File: config.mk
export PLATFORM = sky130hd
export DESIGN_NAME = xbus_ctrl
export DESIGN_NICKNAME = d
export VERILOG_FILES = /design/src/xbus_pkg.sv /design/src/xbus_ctrl.sv
export VERILOG_INCLUDE_DIRS = /design/src
export SDC_FILE = /design/constraint.sdc
export NUM_CORES = 1
export LEC_CHECK = 0
export BUFFER_PORTS_ARGS = -buffer_cell sky130_fd_sc_hd__buf_2
export CAP_MARGIN = 20
export CORE_MARGIN = 3
export CORE_UTILIZATION = 54
export DETAILED_ROUTE_END_ITERATION = 6
export PLACE_DENSITY = 0.79
export RECOVER_POWER = 50
export SYNTH_ARGS = -nofsm -noshare
export SYNTH_HDL_FRONTEND = slang
export SYNTH_SLANG_ARGS = --single-unit
File: constraint.sdc
create_clock -name clk_in -period 2.64 [get_ports clk_in]
set_input_delay 0.264 -clock clk_in [delete_from_list [all_inputs] [get_ports clk_in]]
set_output_delay 0.264 -clock clk_in [all_outputs]
set_load 0.05 [all_outputs]
File: src/xbus_consts.svh
// Purpose: Constants for the peripheral bus decode and buffer control block
// Assumes: ISA system clock at 50 MHz
// Notes:   Addresses are I/O port numbers on SA[15:0]
`ifndef XBUS_CONSTS_SVH
`define XBUS_CONSTS_SVH
`define PORT_CLK_INDEX   16'h0070
`define PORT_CLK_DATA    16'h0071
`define PORT_KBC_DATA    16'h0060
`define PORT_KBC_CMD     16'h0064
`define PORT_MC_DATA     16'h0062
`define PORT_MC_CMD      16'h0066
`define ALE_PERIODS      2
`define ALE_CNT_W        2
`define EN_FW_BIT        0
`define EN_KBC_BIT       1
`define EN_CLK_BIT       2
`define EN_MC_BIT        3
`define EN_PCS0_BIT      4
`define EN_PCS1_BIT      5
`endif

File: src/xbus_pkg.sv
// Purpose: Types for the peripheral bus decode and buffer control block
// Assumes: Used with xbus_consts.svh
// Notes:   None
`default_nettype none
package xbus_pkg;
    typedef struct packed {
        logic ior_n;
        logic iow_n;
        logic memr_n;
        logic memw_n;
    } isa_cmd_s;
    typedef struct packed {
        logic use_gpo_ale;
        logic use_gpo_ccs;
        logic use_gpo_dir;
        logic use_gpo_oe;
    } gpo_sel_s;
    typedef struct packed {
        logic ale;
        logic ccs;
        logic dir;
        logic oe;
    } gpo_lvl_s;
    typedef enum logic [1:0] {DIR_IDLE, DIR_IO, DIR_MEM, DIR_DMA} dir_state_e;
endpackage
`default_nettype wire

File: src/xbus_ctrl.sv
// Purpose: Peripheral bus decode, clock chip strobes and transceiver control
// Assumes: ISA command pins are asynchronous and pass two flip-flops first
// Notes:   Decoded selects are registered; one clock of latency after sync
`include "xbus_consts.svh"
`default_nettype none
module xbus_ctrl
    import xbus_pkg::*;
(
    // Clock and reset
    input  wire logic        clk_in,
    input  wire logic        rst_b_in,
    // ISA bus pins
    input  wire isa_cmd_s    cmd_n_in,
    input  wire logic [15:0] sa_in,
    input  wire logic        isa_master_in,
    input  wire logic        dma_read_ack_n_in,
    input  wire logic        kbc_cpu_reset_req_n_in,
    // Decodes from neighbouring logic
    input  wire logic        fw_decode_in,
    input  wire logic        apic_decode_in,
    input  wire logic        prog_sel0_n_in,
    input  wire logic        prog_sel1_n_in,
    // Configuration
    input  wire logic [5:0]  decode_en_in,
    input  wire gpo_sel_s    gpo_sel_in,
    input  wire gpo_lvl_s    gpo_lvl_in,
    // Outputs
    output var  logic        cpu_init_out,
    output var  logic        clock_addr_latch_strobe_out,
    output var  logic        clock_chip_sel_n_out,
    output var  logic        keyboard_ctrl_sel_n_out,
    output var  logic        microcontroller_sel_n_out,
    output var  logic        xcvr_direction_n_out,
    output var  logic        xcvr_output_enable_n_out
);
    localparam int SYNC_W = 23;
    logic [SYNC_W-1:0] s1_q;
    logic [SYNC_W-1:0] s2_q;
    logic [SYNC_W-1:0] raw;
    assign raw = {cmd_n_in, sa_in, isa_master_in, dma_read_ack_n_in, kbc_cpu_reset_req_n_in};
    always_ff @(posedge clk_in) begin
        if (!rst_b_in) begin
            s1_q <= '1;
            s2_q <= '1;
        end else begin
            s1_q <= raw;
            s2_q <= s1_q;
        end
    end
    isa_cmd_s    cmd_n;
    logic [15:0] sa;
    logic        isa_mst;
    logic        dack_n;
    logic        kbc_cpu_reset_req_n_n;
    assign {cmd_n, sa, isa_mst, dack_n, kbc_cpu_reset_req_n_n} = s2_q;

    logic [1:0] dec_s1_q;
    logic [1:0] dec_s2_q;
    logic [1:0] pcs_s1_q;
    logic [1:0] pcs_s2_q;
    always_ff @(posedge clk_in) begin
        if (!rst_b_in) begin
            dec_s1_q <= 2'h0;
            dec_s2_q <= 2'h0;
            pcs_s1_q <= 2'h3;
            pcs_s2_q <= 2'h3;
        end else begin
            dec_s1_q <= {fw_decode_in, apic_decode_in};
            dec_s2_q <= dec_s1_q;
            pcs_s1_q <= {prog_sel1_n_in, prog_sel0_n_in};
            pcs_s2_q <= pcs_s1_q;
        end
    end
    logic fw_dec;
    logic apic_dec;
    assign {fw_dec, apic_dec} = dec_s2_q;

    logic iow_q;
    logic ior_q;
    logic memr_q;
    logic memw_q;
    logic dack_q;
    always_ff @(posedge clk_in) begin
        if (!rst_b_in) begin
            iow_q  <= 1'b1;
            ior_q  <= 1'b1;
            memr_q <= 1'b1;
            memw_q <= 1'b1;
            dack_q <= 1'b1;
        end else begin
            iow_q  <= cmd_n.iow_n;
            ior_q  <= cmd_n.ior_n;
            memr_q <= cmd_n.memr_n;
            memw_q <= cmd_n.memw_n;
            dack_q <= dack_n;
        end
    end
    logic iow_fall;
    logic ior_fall;
    logic memr_fall;
    logic memw_fall;
    logic dack_fall;
    assign iow_fall  = iow_q & ~cmd_n.iow_n;
    assign ior_fall  = ior_q & ~cmd_n.ior_n;
    assign memr_fall = memr_q & ~cmd_n.memr_n;
    assign memw_fall = memw_q & ~cmd_n.memw_n;
    assign dack_fall = dack_q & ~dack_n;

    logic io_cyc;
    logic hit_clk_idx;
    logic hit_clk_dat;
    logic hit_kbc;
    logic hit_mc;
    logic pcs_act;
    assign io_cyc      = ~cmd_n.ior_n | ~cmd_n.iow_n;
    assign hit_clk_idx = sa == `PORT_CLK_INDEX;
    assign hit_clk_dat = sa == `PORT_CLK_DATA;
    assign hit_kbc     = sa == `PORT_KBC_DATA || sa == `PORT_KBC_CMD;
    assign hit_mc      = sa == `PORT_MC_DATA || sa == `PORT_MC_CMD;
    assign pcs_act     = (~pcs_s2_q[0] & decode_en_in[`EN_PCS0_BIT])
                       | (~pcs_s2_q[1] & decode_en_in[`EN_PCS1_BIT]);

    always_ff @(posedge clk_in) begin
        if (!rst_b_in) begin
            cpu_init_out <= 1'b0;
        end else begin
            cpu_init_out <= ~kbc_cpu_reset_req_n_n;
        end
    end

    // Strobe length counter
    logic [`ALE_CNT_W-1:0] ale_cnt_q;
    always_ff @(posedge clk_in) begin
        if (!rst_b_in) begin
            ale_cnt_q <= '0;
        end else if (iow_fall && hit_clk_idx) begin
            ale_cnt_q <= `ALE_CNT_W'(`ALE_PERIODS);
        end else if (ale_cnt_q != '0) begin
            ale_cnt_q <= ale_cnt_q - 1'b1;
        end
    end
    always_ff @(posedge clk_in) begin
        if (!rst_b_in) begin
            clock_addr_latch_strobe_out <= 1'b0;
        end else if (gpo_sel_in.use_gpo_ale) begin
            clock_addr_latch_strobe_out <= gpo_lvl_in.ale;
        end else begin
            clock_addr_latch_strobe_out <= (iow_fall && hit_clk_idx) || ale_cnt_q > `ALE_CNT_W'(1);
        end
    end

    always_ff @(posedge clk_in) begin
        if (!rst_b_in) begin
            clock_chip_sel_n_out      <= 1'b1;
            keyboard_ctrl_sel_n_out   <= 1'b1;
            microcontroller_sel_n_out <= 1'b1;
        end else begin
            clock_chip_sel_n_out      <= gpo_sel_in.use_gpo_ccs ? gpo_lvl_in.ccs
                                       : ~(io_cyc & hit_clk_dat);
            keyboard_ctrl_sel_n_out   <= ~(io_cyc & hit_kbc);
            microcontroller_sel_n_out <= ~(io_cyc & hit_mc);
        end
    end

    // Direction control
    dir_state_e dir_q;
    logic       mem_ok;
    assign mem_ok = isa_mst ? fw_dec : (fw_dec | apic_dec);
    always_ff @(posedge clk_in) begin
        if (!rst_b_in) begin
            dir_q <= DIR_IDLE;
        end else begin
            case (dir_q)
                DIR_IDLE: begin
                    if (ior_fall) begin
                        dir_q <= DIR_IO;
                    end else if (memr_fall && mem_ok) begin
                        dir_q <= DIR_MEM;
                    end else if (dack_fall) begin
                        dir_q <= DIR_DMA;
                    end
                end
                DIR_IO:  if (cmd_n.ior_n) dir_q <= DIR_IDLE;
                DIR_MEM: if (cmd_n.memr_n) dir_q <= DIR_IDLE;
                DIR_DMA: if (dack_n) dir_q <= DIR_IDLE;
                default: dir_q <= DIR_IDLE;
            endcase
        end
    end
    always_ff @(posedge clk_in) begin
        if (!rst_b_in) begin
            xcvr_direction_n_out <= 1'b1;
        end else if (gpo_sel_in.use_gpo_dir) begin
            xcvr_direction_n_out <= gpo_lvl_in.dir;
        end else begin
            xcvr_direction_n_out <= ~((dir_q != DIR_IDLE) | (pcs_act & ~cmd_n.ior_n));
        end
    end

    // Output enable control
    logic dev_hit;
    logic addr_sel;
    logic oe_q;
    logic any_fall;
    logic any_cmd;
    assign dev_hit = (io_cyc & hit_kbc & decode_en_in[`EN_KBC_BIT])
                   | (io_cyc & (hit_clk_idx | hit_clk_dat) & decode_en_in[`EN_CLK_BIT])
                   | (io_cyc & hit_mc & decode_en_in[`EN_MC_BIT])
                   | (fw_dec & (~cmd_n.memr_n | ~cmd_n.memw_n) & decode_en_in[`EN_FW_BIT])
                   | pcs_act;
    // Enabled address decode, ends ISA master cycles when it stops hitting
    assign addr_sel = (hit_kbc & decode_en_in[`EN_KBC_BIT])
                    | ((hit_clk_idx | hit_clk_dat) & decode_en_in[`EN_CLK_BIT])
                    | (hit_mc & decode_en_in[`EN_MC_BIT])
                    | (fw_dec & decode_en_in[`EN_FW_BIT])
                    | pcs_act;
    assign any_fall = iow_fall | ior_fall | memr_fall | memw_fall;
    assign any_cmd  = ~(&cmd_n);
    always_ff @(posedge clk_in) begin
        if (!rst_b_in) begin
            oe_q <= 1'b0;
        end else if (!oe_q) begin
            oe_q <= any_fall & dev_hit;
        end else if (isa_mst) begin
            oe_q <= any_cmd & addr_sel;
        end else begin
            oe_q <= any_cmd;
        end
    end
    always_ff @(posedge clk_in) begin
        if (!rst_b_in) begin
            xcvr_output_enable_n_out <= 1'b1;
        end else if (gpo_sel_in.use_gpo_oe) begin
            xcvr_output_enable_n_out <= gpo_lvl_in.oe;
        end else begin
            xcvr_output_enable_n_out <= ~oe_q;
        end
    end

    property p_ale_two;
        @(posedge clk_in) disable iff (!rst_b_in)
        (iow_fall && hit_clk_idx && !gpo_sel_in.use_gpo_ale)
        |=> clock_addr_latch_strobe_out [*2] ##1 !clock_addr_latch_strobe_out;
    endproperty
    a_ale_two: assert property (p_ale_two)
        else $error("latch strobe not two periods");
    property p_ale_cause;
        @(posedge clk_in) disable iff (!rst_b_in)
        ($rose(clock_addr_latch_strobe_out) && !gpo_sel_in.use_gpo_ale) |-> $past(iow_fall && hit_clk_idx);
    endproperty
    a_ale_cause: assert property (p_ale_cause)
        else $error("latch strobe without index write");
    property p_dir_io;
        @(posedge clk_in) disable iff (!rst_b_in)
        (dir_q == DIR_IDLE && ior_fall && !gpo_sel_in.use_gpo_dir) |=> ##1 !xcvr_direction_n_out;
    endproperty
    a_dir_io: assert property (p_dir_io)
        else $error("direction not low on io read");
    property p_dir_rel;
        @(posedge clk_in) disable iff (!rst_b_in)
        (dir_q == DIR_IO && cmd_n.ior_n && !pcs_act && !gpo_sel_in.use_gpo_dir) |=> ##1 xcvr_direction_n_out;
    endproperty
    a_dir_rel: assert property (p_dir_rel)
        else $error("direction not released");
    property p_oe_dis;
        @(posedge clk_in) disable iff (!rst_b_in)
        (!oe_q && !dev_hit && !gpo_sel_in.use_gpo_oe) |=> ##1 xcvr_output_enable_n_out;
    endproperty
    a_oe_dis: assert property (p_oe_dis)
        else $error("enable raised for disabled space");
    property p_init;
        @(posedge clk_in) disable iff (!rst_b_in)
        $fell(kbc_cpu_reset_req_n_n) |=> cpu_init_out;
    endproperty
    a_init: assert property (p_init)
        else $error("init not raised");
    property p_ccs;
        @(posedge clk_in) disable iff (!rst_b_in)
        (io_cyc && hit_clk_dat && !gpo_sel_in.use_gpo_ccs) |=> !clock_chip_sel_n_out;
    endproperty
    a_ccs: assert property (p_ccs)
        else $error("clock select missing");
    property p_kbc;
        @(posedge clk_in) disable iff (!rst_b_in)
        (io_cyc && hit_kbc) |=> !keyboard_ctrl_sel_n_out;
    endproperty
    a_kbc: assert property (p_kbc)
        else $error("keyboard select missing");
    property p_mc;
        @(posedge clk_in) disable iff (!rst_b_in)
        (io_cyc && hit_mc) |=> !microcontroller_sel_n_out;
    endproperty
    a_mc: assert property (p_mc)
        else $error("microcontroller select missing");
endmodule
`default_nettype wire

# --- Word level (Yosys, flattened, before mapping) ---
# Index checks and enable logic that the tools add are counted.
classes:
  order_cmp: 1
  mux: 16
  n_reduce_logical: 12
  n_bitwise: 55
  n_div: 0
  add_sub_neg: 1
  n_eq_ne: 13
  multipliers: 0
  shift: 0
ops:
  columns: ["cell", "count"]
  rows:
  - ["$eq 16x7->1 const B", 6]
  - ["$and 1x1->1", 23]
  - ["$or 1x1->1", 17]
  - ["$mux 2", 8]
  - ["$not 1->1", 15]
  - ["$pmux 2 s4", 1]
  - ["$reduce_and 4->1", 2]
  - ["$mux 1", 7]
  - ["$ne 2x2->1 const B", 3]
  - ["$reduce_bool 2->1", 3]
  - ["$eq 2x2->1 const B", 2]
  - ["$ne 4x4->1 const B", 1]
  - ["$logic_or 1x1->1", 3]
  - ["$eq 2x1->1 const B", 1]
  - ["$gt 2x1->1 const B", 1]
  - ["$logic_and 1x1->1", 2]
  - ["$logic_not 2->1", 1]
  - ["$reduce_or 2->1", 1]
  - ["$sub 2x1->2 const B", 1]
totals:
  ramBits: 0
  ff_bits: 71
  in_bits: 43
  mem_bits_ro: 0
  latchBits: 0
  n_memories: 0

# --- Depth between registers and ports, before layout ---
logic_depth:
  depth_word: 10
  mapped_depth: 4

# --- Least setup slack after synthesis ---
# OpenSTA, ideal clock, no wires.
synth_path:
  kind: "register to register"
  startpoint: "register s2_q[4]"
  endpoint: "register oe_q"
  arrival_ps: 1186
  t_required_ps: 2513
  n_path_buf: 0
  path_stages_with_launch: 5
  path_slack_ps: 1327
  period_less_slack_ps: 1313
  path_cell_list: "dfxtp_1 -> mux2_2 -> a22oi_1 -> a2111oi_0 -> or3_1"
synth_between:
  elab_chain_len: 10
synth_rtl:
  columns: ["element", "line_no", "text"]
  rows:
  - ["from (decl)", "xbus_ctrl.sv:38", "logic [SYNC_W-1:0] s2_q;"]
  - ["from (signal assigned)", "xbus_ctrl.sv:47", "s2_q <= s1_q;"]
  - ["$eq 16x7->1 (no source line)", null, null]
  - ["$or 1x1->1 or $logic_or 1x1->1 (tied branches)", null, null]
  - ["$and 1x1->1 (on tied branches)", null, null]
  - ["$and 1x1->1, or another cell as far along", "xbus_ctrl.sv:207", "| (io_cyc & (hit_clk_idx | hit_clk_dat) & decode_en_in[`EN_CLK_BIT])"]
  - ["$or 1x1->1 (on tied branches) (3 in a row)", "xbus_ctrl.sv:206, xbus_ctrl.sv:212", null]
  - ["$or 1x1->1 or $and 1x1->1 (tied branches)", "xbus_ctrl.sv:206, xbus_ctrl.sv:225", null]
  - ["$and 1x1->1 or $mux 1 (tied branches)", "xbus_ctrl.sv:223, xbus_ctrl.sv:224", null]
  - ["$mux 1 (*)", "xbus_ctrl.sv:222", "end else if (!oe_q) begin"]
  - ["to (signal assigned)", "xbus_ctrl.sv:223", "oe_q <= any_fall & dev_hit;"]
  - ["to (signal assigned)", "xbus_ctrl.sv:225", "oe_q <= any_cmd & addr_sel;"]
  - ["to (signal assigned)", "xbus_ctrl.sv:227", "oe_q <= any_cmd;"]
  - ["to (decl)", "xbus_ctrl.sv:203", "logic oe_q;"]
# Mark *: on every way between the ends. The rest lies on a longest branch, timed or not.
# A chain may end at the register's enable or synchronous reset.

# --- Worst setup path after layout ---
layout_path:
  startpoint: "input rst_b_in"
  endpoint: "register s1_q[1]"
layout_lines:
  columns: ["element", "line_no", "text"]
  rows:
  - ["from (decl)", "xbus_ctrl.sv:11", "input wire logic rst_b_in,"]
  - ["to (signal assigned)", "xbus_ctrl.sv:46", "s1_q <= raw;"]
  - ["to (decl)", "xbus_ctrl.sv:37", "logic [SYNC_W-1:0] s1_q;"]
# No word-level cell between the ends.

==> results.toml <==
[status]
status = "finished, final reports clean"

[final_layout]
seqCellArea_um2 = 1420
multi_input_area_um2 = 801
fin_cells = 306
num-fill-cells = 298
area_growth_pct = 20.4
layout_common_cells = "dfxtp_1 (71), nand2b_1 (53), buf_2 (49)"
drive_gt1_share_pct = 29.1
diodes = 0
final_common_cell = "dfxtp_1"
nets = 296

[die]
die_x_um = 70.7
dieArea_um2 = 5000
core_area_um2 = 3850
rows = 22
chipHeight_um = 70.7
io_pins = 50
initial_core_util_pct = 58.6

[pwr]
p_int_w = 0.00152
seqPwrFrac_pct = 56.8
combinationalPowerShare_pct = 5.8
power_frac_clock_pct = 37.4
powerDensity_nw_per_um2 = 733
power.leakage_nw = 1.13
p_switching_w = 0.000472
vdd_ir_drop_max_v = 0.000507
switching_share_pct = 23.6

[critical_path]
reg2reg_to = "oe_q"
rrSetupSlack_ns = 1.21
critPathKind = "input port to flip-flop"
required_ns = 2.87
endpoint_kind = "flip-flop"
critPathMaxFanout = 37
reg2reg_from = "s2_q[4]"
cp.arrival_ns = 1.94
cp-start-kind = "input port"
r2r_cells = 4

[routing]
top_layer = "met4"
wl_per_cell_um = 10.6
routed_wl_um = 3260
wl_met3_um = 276
post-route-drc-count = 0
routed_via_density = 4.62
antenna_left = 0
via_count = 1414
drtPass1Iterations = 5
drt_iter0_markers = 67
met1_length_um = 1440
wl_met2_um = 1520

[placement]
dp_cells = 290
portBuffers = 49
routabilityCongestion = 0.731
hpwlAfterDp_um = 2270

[grt]
antenna_found_initial = 0
gr-total-overflow = 0
grt_pass1_wl_um = 5610
grt_max_degree = 38
grtUsageTotal_pct = 14.9
grt_pass1_vias = 1348

[logic_synthesis]
synth-async-reset-ratio_pct = 0
ys_warn_count = 0
yosysUniqueCellTypes = 35
ys_seq_area_share_pct = 62.9
synth.avg_cell_area_um2 = 11.4
ys_seq_elements = 71
synth_edf_count = 0
syn_nets = 242
syn_inst = 199
synth_ff_type = "dfxtp_1"
syn_area_um2 = 2260

[clock_network]
cts.sinks = 71
clk_pin_slew_ns = 0.08
ctsHoldBuffers = 0
cts-root-buf = "clkbuf_8"
cts_resized = 0
clockBufferDepth = 2
post_cts_buffers = 0
clk_latency_ns = 0.34
cts_tree = "built"
htreeDepth = 3
cts_made_buffers = 9

[sta]
rsz0062_at_grt = "no"
slew_headroom_pct = 25.9
holdWs_ns = 0.0965
period_share_pct = 64.7
finalWorstPathRequiredPeriod_ns = 1.71
setup_viol = 0
hold_viol = 0
clock_skew_ns = 0.00620
tightest_slew_ns = 1.11
max_freq_mhz = 585
setup_tns_ns = 0
slew_viol_final = 0

[worst_hold_path]
whs_path_depth = 2
hp-start = "sa_in[0]"
hold_end = "s1_q[3]"
hold_class = "input port to flip-flop"

[job]
cap_violations = 0
==> worst max-delay path: stages <==
cell      delay [ns]
buf_2           0.49
clkbuf_1        0.89
or2b_1          0.29
==> layer usage <==
layer  track usage (%)  vias up
met3              9.80        2
met2              22.3       43
met1              16.5      609
li1                  -      760
met4              6.26        0
met5                 0        -
==> stage by stage <==
stage / power (W) / area [µm²] / setup WS (ns) / utilization (%)
floorplan: 0.00123 / 2260 / 1.33 / -
CTS: 0.00203 / 2730 / 1.19 / 70.7
global route: 0.00210 / 2720 / 0.720 / 70.6
finish: 0.00200 / 2720 / 0.932 / 70.6
global placement: 0.00127 / 2550 / 1.07 / 66.1
detailed placement: 0.00128 / 2550 / 1.05 / 66.1
==> power by group through the flow <==
stage               clock (W)  combinational (W)  sequential, W
CTS                  0.000773           0.000117        0.00113
detailed placement          0           0.000117        0.00116
global route         0.000830           0.000130        0.00114
finish               0.000747           0.000115        0.00113
floorplan                   0          0.0000613        0.00117
global placement            0           0.000114        0.00116
==> logic make-up after synthesis <==
kind of cell    synth area share [%]
compound gates                  6.59
buf+inv                         1.66
simple gates                    27.9
flops                           62.9
mux                            0.941
==> how the worst max path moves through the flow <==
stage | startpoint | endpoint | slack (ns) | cells past startpoint
floorplan | s2_q[4] | oe_q | 1.33 | 4
global placement | rst_b_in | keyboard_ctrl_sel_n_out | 1.07 | 4
detailed placement | rst_b_in | keyboard_ctrl_sel_n_out | 1.05 | 4
global route | rst_b_in | s1_q[3] | 0.72 | 3
finish | rst_b_in | s1_q[1] | 0.93 | 3
CTS | s2_q[4] | oe_q | 1.19 | 4
==> final cells by class <==
type / count / share of cell area (%)
inverters: 3 / 0.414
clock buffers: 9 / 4.55
clock inverters: 7 / 2.02
flip-flops and latches: 71 / 52.2
well taps: 48 / 2.21
multi-input cells: 118 / 29.4
repair buffers: 50 / 9.15
==> synth_stat cells, types with 2 or more instances <==
cell,number,area share [%]
a2111oi_0,2,0.78
a211oi_1,2,0.66
a22oi_1,2,0.66
and2_1,6,1.7
clkbuf_1,7,1.2
dfxtp_1,71,63
inv_1,3,0.50
nand2_1,7,1.2
nand2b_1,53,15
nand3_1,3,0.66
nor2_1,4,0.66
nor2b_1,6,1.7
nor3_1,4,0.89
o21ai_0,4,0.89
or2b_1,5,1.7
==> state kept, by name, summed over array words and instances (netlist names) <==
register	cells
ale_cnt_q	2
oe_q	1
keyboard_ctrl_sel_n_out	1
clock_chip_sel_n_out	1
memr_q	1
dec_s2_q	2
iow_q	1
memw_q	1
pcs_s1_q	2
ior_q	1
cpu_init_out	1
pcs_s2_q	2
dir_q	2
microcontroller_sel_n_out	1
xcvr_direction_n_out	1
dack_q	1
clock_addr_latch_strobe_out	1
s2_q	23
xcvr_output_enable_n_out	1
dec_s1_q	2
s1_q	23
Power figures use the tool's default switching activity.
